==> src/wwdg_pkg.sv <==
// Purpose: shared constants and types for the windowed watchdog
// Assumes: 100 MHz clock, internal period of 880 us as default
// Notes: window, delay and pulse counts are in units of the internal period; trigger widths are in microseconds
package wwdg_pkg;
  localparam int unsigned WWDG_CLK_MHZ = 100;
  localparam int unsigned WWDG_PERIOD_US = 880;
  localparam int unsigned WWDG_PERIOD_CYC = WWDG_PERIOD_US * WWDG_CLK_MHZ;
  localparam int unsigned WWDG_POR_PERIODS = 10;
  localparam int unsigned WWDG_SYNC_PERIODS = 450;
  localparam int unsigned WWDG_SHORT_CLOSED = 15;
  localparam int unsigned WWDG_SHORT_OPEN = 10;
  localparam int unsigned WWDG_LONG_CLOSED = 1500;
  localparam int unsigned WWDG_LONG_OPEN = 1000;
  localparam int unsigned WWDG_PULSE_PERIODS = 4;
  localparam int unsigned WWDG_TRIG_MIN_US = 10;
  localparam int unsigned WWDG_TRIG_MAX_US = 5000;
  // least and longest widths convert exactly: microseconds times clock MHz
  localparam int unsigned WWDG_TRIG_MIN_CYC = WWDG_TRIG_MIN_US * WWDG_CLK_MHZ;
  localparam int unsigned WWDG_TRIG_MAX_CYC = WWDG_TRIG_MAX_US * WWDG_CLK_MHZ;
  localparam int WWDG_PCNT_W = 12;
  localparam int WWDG_TCNT_W = 20;
  localparam int WWDG_DIV_W = 24;

  typedef enum logic [2:0] {
    WWDG_ST_POR,
    WWDG_ST_SYNC,
    WWDG_ST_CLOSED,
    WWDG_ST_OPEN,
    WWDG_ST_PULSE,
    WWDG_ST_ERROR,
    WWDG_ST_OFF
  } wwdg_state_t;

  // pins seen by the watchdog after synchronisation
  typedef struct packed {
    logic trigger;
    logic long_mode;
    logic enable;
  } wwdg_pins_t;

  // trigger qualifier result
  typedef struct packed {
    logic valid;
    logic stuck;
  } wwdg_trig_t;
endpackage

==> src/wwdg_core.sv <==
// Purpose: windowed watchdog supervising a microcontroller trigger
// Assumes: pins are asynchronous; pull-ups live in the pad ring
// Notes: one internal period is a tick enable from a divider
`timescale 1ns/10ps
module wwdg_core
  import wwdg_pkg::*;
#(
  parameter int unsigned PERIOD_CYC = WWDG_PERIOD_CYC // clocks per internal period
)
(
  input wire logic clock, // system clock, 100 MHz
  input wire logic rst_n, // synchronous reset, stands for supply good, active low
  input wire logic trigger_in, // trigger pin from the microcontroller
  input wire logic mode_in, // window length select, high is long
  input wire logic supervise_disable_n, // disable pin, active low
  output logic reset_out_n // reset to the microcontroller, active low
);
  typedef struct packed {
    wwdg_pins_t meta;
    wwdg_pins_t pins;
    logic [WWDG_DIV_W-1:0] div;
    logic tick;
    wwdg_state_t st;
    logic [WWDG_PCNT_W-1:0] cnt;
    logic out_n;
    logic [WWDG_DIV_W+1:0] hold;
  } wwdg_core_t;

  wwdg_core_t s, next_s;
  wwdg_trig_t trig_q;
  logic [WWDG_PCNT_W-1:0] closed_len;
  logic [WWDG_PCNT_W-1:0] open_len;

  localparam logic [WWDG_DIV_W-1:0] DIV_LAST = WWDG_DIV_W'(PERIOD_CYC - 1);
  localparam logic [WWDG_PCNT_W-1:0] POR_LAST = WWDG_PCNT_W'(WWDG_POR_PERIODS - 1);
  localparam logic [WWDG_PCNT_W-1:0] SYNC_LAST = WWDG_PCNT_W'(WWDG_SYNC_PERIODS - 1);
  localparam logic [WWDG_PCNT_W-1:0] PULSE_LAST = WWDG_PCNT_W'(WWDG_PULSE_PERIODS - 1);
  localparam logic [WWDG_PCNT_W-1:0] SC_LAST = WWDG_PCNT_W'(WWDG_SHORT_CLOSED - 1);
  localparam logic [WWDG_PCNT_W-1:0] SO_LAST = WWDG_PCNT_W'(WWDG_SHORT_OPEN - 1);
  localparam logic [WWDG_PCNT_W-1:0] LC_LAST = WWDG_PCNT_W'(WWDG_LONG_CLOSED - 1);
  localparam logic [WWDG_PCNT_W-1:0] LO_LAST = WWDG_PCNT_W'(WWDG_LONG_OPEN - 1);
  // longest stay in one reset pulse, in clocks; the first period may be partial
  localparam logic [WWDG_DIV_W+1:0] PULSE_MAX =
    (WWDG_DIV_W+2)'(WWDG_PULSE_PERIODS * PERIOD_CYC);

  // pulse width qualifier runs on the synchronised trigger level
  wwdg_trig u_trig (
    .clock(clock),
    .rst_n(rst_n),
    .trig(s.pins.trigger),
    .result(trig_q)
  );

  // window lengths follow the live mode level
  // mode low mid-window falls back to short lengths
  always_comb begin
    if (s.pins.long_mode) begin
      closed_len = LC_LAST;
      open_len = LO_LAST;
    end else begin
      closed_len = SC_LAST;
      open_len = SO_LAST;
    end
  end

  // next-state logic; the window counter restarts on every state change
  always_comb begin
    next_s = s;
    next_s.meta.trigger = trigger_in;
    next_s.meta.long_mode = mode_in;
    next_s.meta.enable = supervise_disable_n;
    next_s.pins = s.meta;
    // internal period divider
    next_s.tick = 1'b0;
    if (s.div == DIV_LAST) begin
      next_s.div = '0;
      next_s.tick = 1'b1;
    end else begin
      next_s.div = s.div + 1'b1;
    end
    if (s.tick) begin
      next_s.cnt = s.cnt + 1'b1;
    end
    case (s.st)
      WWDG_ST_POR: begin
        if (s.tick && s.cnt == POR_LAST) begin
          next_s.st = WWDG_ST_SYNC;
          next_s.cnt = '0;
        end
      end
      WWDG_ST_SYNC: begin
        if (trig_q.valid) begin
          next_s.st = WWDG_ST_CLOSED;
          next_s.cnt = '0;
        end else if (s.tick && s.cnt == SYNC_LAST) begin
          next_s.st = WWDG_ST_PULSE;
          next_s.cnt = '0;
        end
      end
      WWDG_ST_CLOSED: begin
        if (trig_q.valid) begin
          next_s.st = WWDG_ST_PULSE;
          next_s.cnt = '0;
        end else if (s.tick && s.cnt >= closed_len) begin
          next_s.st = WWDG_ST_OPEN;
          next_s.cnt = '0;
        end
      end
      WWDG_ST_OPEN: begin
        if (trig_q.valid) begin
          next_s.st = WWDG_ST_CLOSED;
          next_s.cnt = '0;
        end else if (s.tick && s.cnt >= open_len) begin
          next_s.st = WWDG_ST_PULSE;
          next_s.cnt = '0;
        end
      end
      WWDG_ST_PULSE: begin
        if (trig_q.valid) begin
          next_s.cnt = '0;
        end else if (s.tick && s.cnt == PULSE_LAST) begin
          next_s.st = WWDG_ST_SYNC;
          next_s.cnt = '0;
        end
      end
      WWDG_ST_ERROR: begin
        // hold reset until trigger rises, then a fresh sync
        if (!trig_q.stuck) begin
          next_s.st = WWDG_ST_SYNC;
          next_s.cnt = '0;
        end
      end
      WWDG_ST_OFF: begin
        if (s.pins.enable) begin
          next_s.st = WWDG_ST_SYNC;
          next_s.cnt = '0;
        end
      end
      default: begin
        next_s.st = WWDG_ST_POR;
        next_s.cnt = '0;
      end
    endcase
    // stuck trigger overrides any state but power-on; disable below still wins
    if (trig_q.stuck && s.st != WWDG_ST_POR) begin
      next_s.st = WWDG_ST_ERROR;
      next_s.cnt = '0;
    end
    // disable wins over supervision, but not over power-on delay
    if (!s.pins.enable && s.st != WWDG_ST_POR) begin
      next_s.st = WWDG_ST_OFF;
      next_s.cnt = '0;
    end
    // reset output low only in reset-giving states
    next_s.out_n = !(next_s.st == WWDG_ST_POR || next_s.st == WWDG_ST_PULSE ||
                     next_s.st == WWDG_ST_ERROR);
    // helper: clocks spent in one reset pulse, cleared on restart or exit
    if (s.st == WWDG_ST_PULSE && next_s.st == WWDG_ST_PULSE && !trig_q.valid) begin
      next_s.hold = s.hold + 1'b1;
    end else begin
      next_s.hold = '0;
    end
  end

  // reset holds the output low; pins settle high like the pull-ups
  always_ff @(posedge clock) begin
    if (!rst_n) begin
      s <= '{meta: '1, pins: '1, div: '0, tick: 1'b0, st: WWDG_ST_POR,
             cnt: '0, out_n: 1'b0, hold: '0};
    end else begin
      s <= next_s;
    end
  end

  assign reset_out_n = s.out_n;
endmodule

==> src/wwdg_trig.sv <==
// Purpose: qualify low pulses on the synchronised trigger line
// Assumes: trig is already synchronised to clock
// Notes: valid is a one-cycle pulse at the rising edge of a good pulse
`timescale 1ns/10ps
module wwdg_trig
  import wwdg_pkg::*;
(
  input wire logic clock, // system clock
  input wire logic rst_n, // synchronous reset, active low
  input wire logic trig, // synchronised trigger level
  output wwdg_pkg::wwdg_trig_t result // valid pulse and stuck-low level
);
  typedef struct packed {
    logic prev;
    logic [WWDG_TCNT_W-1:0] width;
    wwdg_trig_t out;
  } wwdg_tq_t;

  wwdg_tq_t s, next_s;
  localparam logic [WWDG_TCNT_W-1:0] MIN_W = WWDG_TCNT_W'(WWDG_TRIG_MIN_CYC);
  localparam logic [WWDG_TCNT_W-1:0] MAX_W = WWDG_TCNT_W'(WWDG_TRIG_MAX_CYC);

  // width counter saturates just past the limit so stuck stays flagged
  always_comb begin
    next_s = s;
    next_s.prev = trig;
    next_s.out.valid = 1'b0;
    if (!trig) begin
      if (s.width <= MAX_W) begin
        next_s.width = s.width + 1'b1;
      end
    end else begin
      next_s.width = '0;
    end
    if (trig && !s.prev && s.width >= MIN_W && s.width <= MAX_W) begin
      next_s.out.valid = 1'b1;
    end
    next_s.out.stuck = !trig && (s.width > MAX_W);
  end

  always_ff @(posedge clock) begin
    if (!rst_n) begin
      s <= '{prev: 1'b1, width: '0, out: '0};
    end else begin
      s <= next_s;
    end
  end

  assign result = s.out;
endmodule
==> config.mk <==
export PLATFORM = sky130hd
export DESIGN_NAME = wwdg_core
export DESIGN_NICKNAME = d
export VERILOG_FILES = /design/src/wwdg_pkg.sv /design/src/wwdg_core.sv /design/src/wwdg_trig.sv
export SDC_FILE = /design/constraint.sdc
export NUM_CORES = 1
export LEC_CHECK = 0
export BUFFER_PORTS_ARGS = -buffer_cell sky130_fd_sc_hd__buf_2
export CELL_PAD_IN_SITES_DETAIL_PLACEMENT = 1
export CELL_PAD_IN_SITES_GLOBAL_PLACEMENT = 2
export CORE_UTILIZATION = 35
export DETAILED_ROUTE_END_ITERATION = 10
export GPL_ROUTABILITY_DRIVEN = 0
export PLACE_DENSITY = 0.75
export SLEW_MARGIN = 25
export SYNTH_ARGS = -nofsm -noshare
export SYNTH_HDL_FRONTEND = slang
export SYNTH_SLANG_ARGS = --single-unit
==> constraint.sdc <==
create_clock -name clock -period 2.4 [get_ports clock]
set_clock_uncertainty 0.15 [all_clocks]
set_input_delay 0.48 -clock clock [delete_from_list [all_inputs] [get_ports clock]]
set_output_delay 0.48 -clock clock [all_outputs]
set_load 0.005 [all_outputs]
==> summary.txt, run 1 <==
Global route
  • Largest net degree at the start of global routing: 25
  • Initial antenna violation count: 0
  • GRT Resource Usage Total: 0.1798
  • Remaining global-route overflow: 0
  • First-pass GRT wire length: 14,590 um
  • Vias in the first global route: 3,005

STA
  • RSZ-0062 raised after global routing: yes
  • Min Tclk post-route: 2.433 ns
  • Worst slew pin tran: 0.5123 ns
  • Final Hold Viols: 0
  • Max Slew Vio Count: 0
  • Max_slew headroom: 0.6562
  • Fmax: 411.1 MHz
  • # setup viols final: 8
  • Period Utilization, post-route: 1.014
  • Final worst slack: -0.03278 ns
  • Worst hold slack: 0.1732 ns

Logic synthesis
  • Post-synth ARST share: 0
  • Avg Cell Area, Syn: 8.491 um2
  • Syn_nets: 443
  • Cell variety after synth: 56
  • Post-synthesis cell count: 421
  • Seq/Total Area, Yosys: 0.3920
  • Synth area leaders: dfxtp_1 39%, nor2_1 6.9%, xor2_1 6.4%
  • Post-synth EDFFs: 0
  • Synth area leader: dfxtp_1
  • Synth top area share: 0.3920
  • Synth Warn #: 0
  • Mapped cell area: 3575 um2
  • Ys flop type: dfxtp_1
  • Yosys reg bits: 70

CTS
  • Clock Latency Late Sink: 0.35 ns
  • CTS tree: yes
  • Root Driver: clkbuf_8
  • Cts bufs inserted: 9
  • Clock Sink Count: 70
  • CTS Hold Bufs: 0
  • H-tree levels: 3
  • Worst-path clk slew: 0.08 ns
  • Clock Path Buffers: 2

Cells and area
  • Nets@finish: 480
  • Most common cell after layout, fill and taps aside: dfxtp_1
  • P&R area growth vs syn: 20.69%
  • Antenna cell count: 0
  • Share of layout cells above drive strength 1: 0.1775
  • Most frequent cells in the layout: 69 x dfxtp_1, 66 x nor2_1, 32 x buf_4
  • Post-route insts no fill: 595

Job
  • Max-cap viol count: 0

Run status
  • Failing checks: setup timing
  • Status: complete, but fails checks

Die
  • Die Area: 10,620 um2
  • Row count: 36
  • Core ar.: 9819 um2
  • Die Y: 103.1 um
  • Io pins: 6
  • Die Width: 103.1 um
  • Starting Density: 0.3640

Power and ir drop
  • P per Cell Area: 506.2 nW/um2
  • Combinational Power Share: 0.030
  • Part of the power in registers: 0.540
  • Worst VDD drop: 241.3 uV
  • P_sw: 486.4 uW
  • Int Power: 1697 uW
  • Clock power frac: 0.430
  • Leakage power: 0.001533 uW
  • Switching Share: 0.2227

Detailed routing
  • Metal2 WL: 3974 um
  • M1 wire length: 4343 um
  • First drt pass iteration count: 4
  • Vias: 3,075
  • DRT iter0 DRCs: 72
  • DR vias/cell: 5.168
  • Total Wirelength: 8658 um
  • Met3 wire length: 153 um
  • Antenna Nets Post-Route: 0
  • Wirelength per Cell: 14.55 um
  • Highest Signal Layer: met4
  • DRC: 0

Critical path
  • Worst setup path class: reg -> reg
  • Crit-path max cell delay: 0.36 ns
  • Setup crit start kind: flip-flop
  • Worst path cell trace: inv_4 > buf_4 > ha_1 > nand2_1 > o21ai_2 > a311oi_2 > o211ai_1 > buf_4 > buf_4 > nand4b_1 > a31o_2
  • Worst Path Required: 2.50 ns
  • CP Data Arrival Time: 2.53 ns
  • Crit path max fanout: 6
  • CP Capture Type: flip-flop
  • Top cell by count, worst path: buf_4
  • Worst path slowest cell: dfxtp_2

Placed design
  • Place WS: -0.1602 ns
  • Port Buffers: 5
  • Placed cells: 578
  • HPWL after DPL: 6391 um

Worst hold path
  • HP Class: in -> reg
==> critical path: cells and delay by family, from the launching register on <==
family | cells | cell delay, ns
and+or+nand+nor | 2 | 0.22
DFF | 1 | 0.36
AOI/OAI and AO/OA | 4 | 0.83
adders and majority gates | 1 | 0.29
buffers and inverters | 4 | 0.48
==> through the flow <==
stage	TNS, ns	area (um2)	utilization	total power, uW
2_1_floorplan	0	3575	-	1238
3_3_place_gp	-0.1680	3953	0.4025	1263
3_5_place_dp	-1.469	3953	0.4025	1265
4_1_cts	0	4275	0.4354	2215
5_1_grt	-1.044	4314	0.4393	2273
6_report	-0.1081	4314	0.4393	2184
==> cell usage after synthesis, types with 2 or more instances <==
library cell  number
o31ai_1            4
xnor2_1           13
clkbuf_1           9
xor2_1            26
ha_1              17
nand2_1           22
a31o_2             2
nor4b_1            4
nor3_1             8
nor3b_1            3
o21a_1             3
nand2b_1          10
and3_1             8
a311oi_1           2
or4_1              2
a211oi_1           2
or2_2              2
nor4_1             8
nor2_1            66
nor2b_1            3
inv_1             15
dfxtp_1           70
o211ai_1          11
nand3_1           16
nand4_1            9
and2_1             5
o21ai_0           16
buf_2              2
nor4bb_1           2
or3_1              8
nand4b_1           5
a21oi_1           20
o2111ai_1          4
and4_1             2
==> state kept, by name, indices dropped and copies added, names as in the netlist <==
name,flops
reset_out_n,1
u_trig.s,21
s,43
next_s,3
u_trig.result,2
==> worst paths after layout <==
kind / start / endpoint / slack [ns] / cells past startpoint
worst max register to register: s[68] / reset_out_n / -0.03 / 11
worst min-delay path: mode_in / next_s[68] / 0.17 / 2
worst max-delay path: s[68] / reset_out_n / -0.03 / 11
worst min register to register: u_trig.s[22] / u_trig.result[1] / 0.24 / 1
==> power groups by stage <==
stage	sequential, uW	clock (uW)	combinational, uW
after floorplan	1200	0	35.1
after global placement	1200	0	58.3
after detailed placement	1210	0	59.7
after CTS	1180	972	64.6
after global routing	1180	1020	74.7
final	1180	940	65.2
==> routing by layer <==
metal,GRT usage,up-vias
met2,0.2805,28
li1,-,1576
met4,0.09534,0
met1,0.2404,1458
met3,0.02576,13
met5,0,-
==> cell type report <==
type                       count  area [um2]
fill                        1198        5505
multi-input combinational    323        2217
sequential                    70        1403
timing repair buffer          38       276.5
tap                          133       166.4
clock buffer                  11       141.4
inverter                      16       62.56
clock inverter                 4       47.55
==> kinds of logic (layout without fill, tap and decap cells) <==
family,Yosys count,count (layout),share of synthesized area
xor+xnor,39,39,0.09556
flops,70,70,0.3920
compound gates,76,76,0.1393
buf+inv,28,69,0.03115
mux,1,1,0.002800
fa+ha+maj,17,17,0.05950
simple gates,190,190,0.2797
==> what timing repair did <==
| item | 4_1_cts | 5_1_grt |
|---|---|---|
| pin swaps | 7 | 6 |
| endpoints found under the setup margin | 16 | 15 |
| gates resized for setup | 23 | 5 |
| setup buffers | 2 | 0 |
(Power assumes the default switching activity.)
==> inputs of run 2 (changes only) <==
--- a/config.mk
+++ b/config.mk
@@ -12,6 +12,7 @@
 export DETAILED_ROUTE_END_ITERATION = 10
 export GPL_ROUTABILITY_DRIVEN = 0
 export PLACE_DENSITY = 0.75
+export SETUP_SLACK_MARGIN = 0.5
 export SLEW_MARGIN = 25
 export SYNTH_ARGS = -nofsm -noshare
 export SYNTH_HDL_FRONTEND = slang
==> summary.txt, run 2 (synthesized netlist as in run 1, its figures left out) <==
STA
  • Fmax: 433.3 MHz
  • Min Tclk post-route: 2.308 ns
  • # setup viols final: 0
  • Period Utilization, post-route: 0.9616
  • Max Slew Vio Count: 0
  • Final Hold Viols: 0
  • Worst slew pin tran: 0.5776 ns
  • Max_slew headroom: 0.6149
  • Final setup TNS: 0 ns
  • RSZ-0062 raised after global routing: yes

Critical path
  • Worst path cell trace: inv_6 > ha_4 > nand2_4 > nor4_4 > a311oi_2 > buf_4 > buf_6 > nor4b_4 > a211oi_2 > a31o_2
  • Crit-path max cell delay: 0.42 ns
  • Buffer and inverter count on the worst path: 3
  • Setup crit start kind: flip-flop
  • Crit path max fanout: 4
  • Worst path slowest cell: dfxtp_4
  • Worst setup path class: reg -> reg
  • Worst Path Required: 2.50 ns
  • CP Capture Type: flip-flop
  • Critical path's top delay family: simple AND/OR/NAND/NOR gates
  • CP Data Arrival Time: 2.41 ns

CTS
  • Cts bufs inserted: 9
  • CTS tree: yes
  • Clock Path Buffers: 2
  • Clock Latency Late Sink: 0.35 ns
  • Worst-path clk slew: 0.08 ns
  • CTS Hold Bufs: 0
  • Clock Sink Count: 70
  • Root Driver: clkbuf_8
  • H-tree levels: 3

Cells and area
  • Most common cell after layout, fill and taps aside: nor2_1
  • Top reg by flops: s
  • P&R area growth vs syn: 33.36%
  • Filler Cell Count: 1,162
  • Nets@finish: 493
  • Antenna cell count: 0
  • Largest register FFs: 43
  • Share of layout cells above drive strength 1: 0.2899
  • Most frequent cells in the layout: 59 x nor2_1, 58 x dfxtp_1, 30 x buf_4
  • Final core utilization: 0.4855

Detailed routing
  • First drt pass iteration count: 4
  • Wirelength per Cell: 16.30 um
  • Total Wirelength: 9929 um
  • Antenna Nets Post-Route: 0
  • Vias: 3,208
  • DRC: 0
  • DRT iter0 DRCs: 71
  • DR vias/cell: 5.268

Die
  • Die Y: 103.1 um
  • Core ar.: 9819 um2
  • Die Width: 103.1 um
  • Die Area: 10,620 um2
  • Starting Density: 0.3640
  • Io pins: 6
  • Row count: 36

Power and ir drop
  • Worst VDD drop: 210.9 uV
  • P per Cell Area: 464.0 nW/um2
  • Leakage power: 0.001624 uW

Run status
  • Status: completed

Global route
  • Remaining global-route overflow: 0
  • Largest net degree at the start of global routing: 16
  • GRT Resource Usage Total: 0.2004
  • First-pass GRT wire length: 16,080 um
  • Initial antenna violation count: 0
  • Vias in the first global route: 3,260

Placed design
  • Port Buffers: 5
  • HPWL after DPL: 6487 um

Worst hold path
  • HP Class: in -> reg

Job
  • Max-cap viol count: 0
run 2: final cells by class:
type	instances	area [um2]	share of cell area
Timing Repair Buffer	49	407.9	0.08556
Timing Repair inverter	1	8.758	0.001837
Clock buffer	10	127.6	0.02677
Clock inverter	6	62.56	0.01312
Sequential cell	70	1421	0.2982
Tap cell	133	166.4	0.03491
Inverter	16	67.56	0.01417
Multi-Input combinational cell	324	2505	0.5255
run 2: final timing paths:
check	from	slack, ns	cells past startpoint	endpoint
setup reg to reg	s[68]	0.09	10	reset_out_n
hold / removal	supervise_disable_n	0.15	2	next_s[67]
setup / recovery	s[68]	0.09	10	reset_out_n
hold reg to reg	next_s[67]	0.27	1	s[67]
run 2: repair_timing:
item / 4_1_cts / 5_1_grt
pin swaps: 26 / 10
setup buffers: 18 / 5
cloned: 2 / 0
endpoints found under the setup margin: 46 / 53
resized for setup: 46 / 46
run 2: power breakdown:
part | internal [uW] | switching [uW] | total (uW)
clock network | 477 | 478 | 955
registers | 1170 | 10.1 | 1180
logic | 34.2 | 44.0 | 78.2
run 2: per-layer routing:
metal / up-vias / GRT usage / share of wire
met4: 0 / 0.08234 / 0.023
met1: 1548 / 0.2389 / 0.45
met2: 34 / 0.3503 / 0.51
li1: 1609 / - / -
met5: - / 0 / 0
met3: 17 / 0.04136 / 0.022
run 2: through the flow:
stage,instances,hold WS (ns),setup slack [ns],area (um2),power (uW)
after floorplan,421,0.2218,0.1984,3669,1242
after global placement,568,0.2426,-0.02136,3959,1262
after detailed placement,568,0.2502,-0.08245,3959,1265
after CTS,604,0.1350,0.1324,4504,2237
after global routing,609,0.1441,-0.01023,4767,2306
final,609,0.1549,0.09204,4767,2212
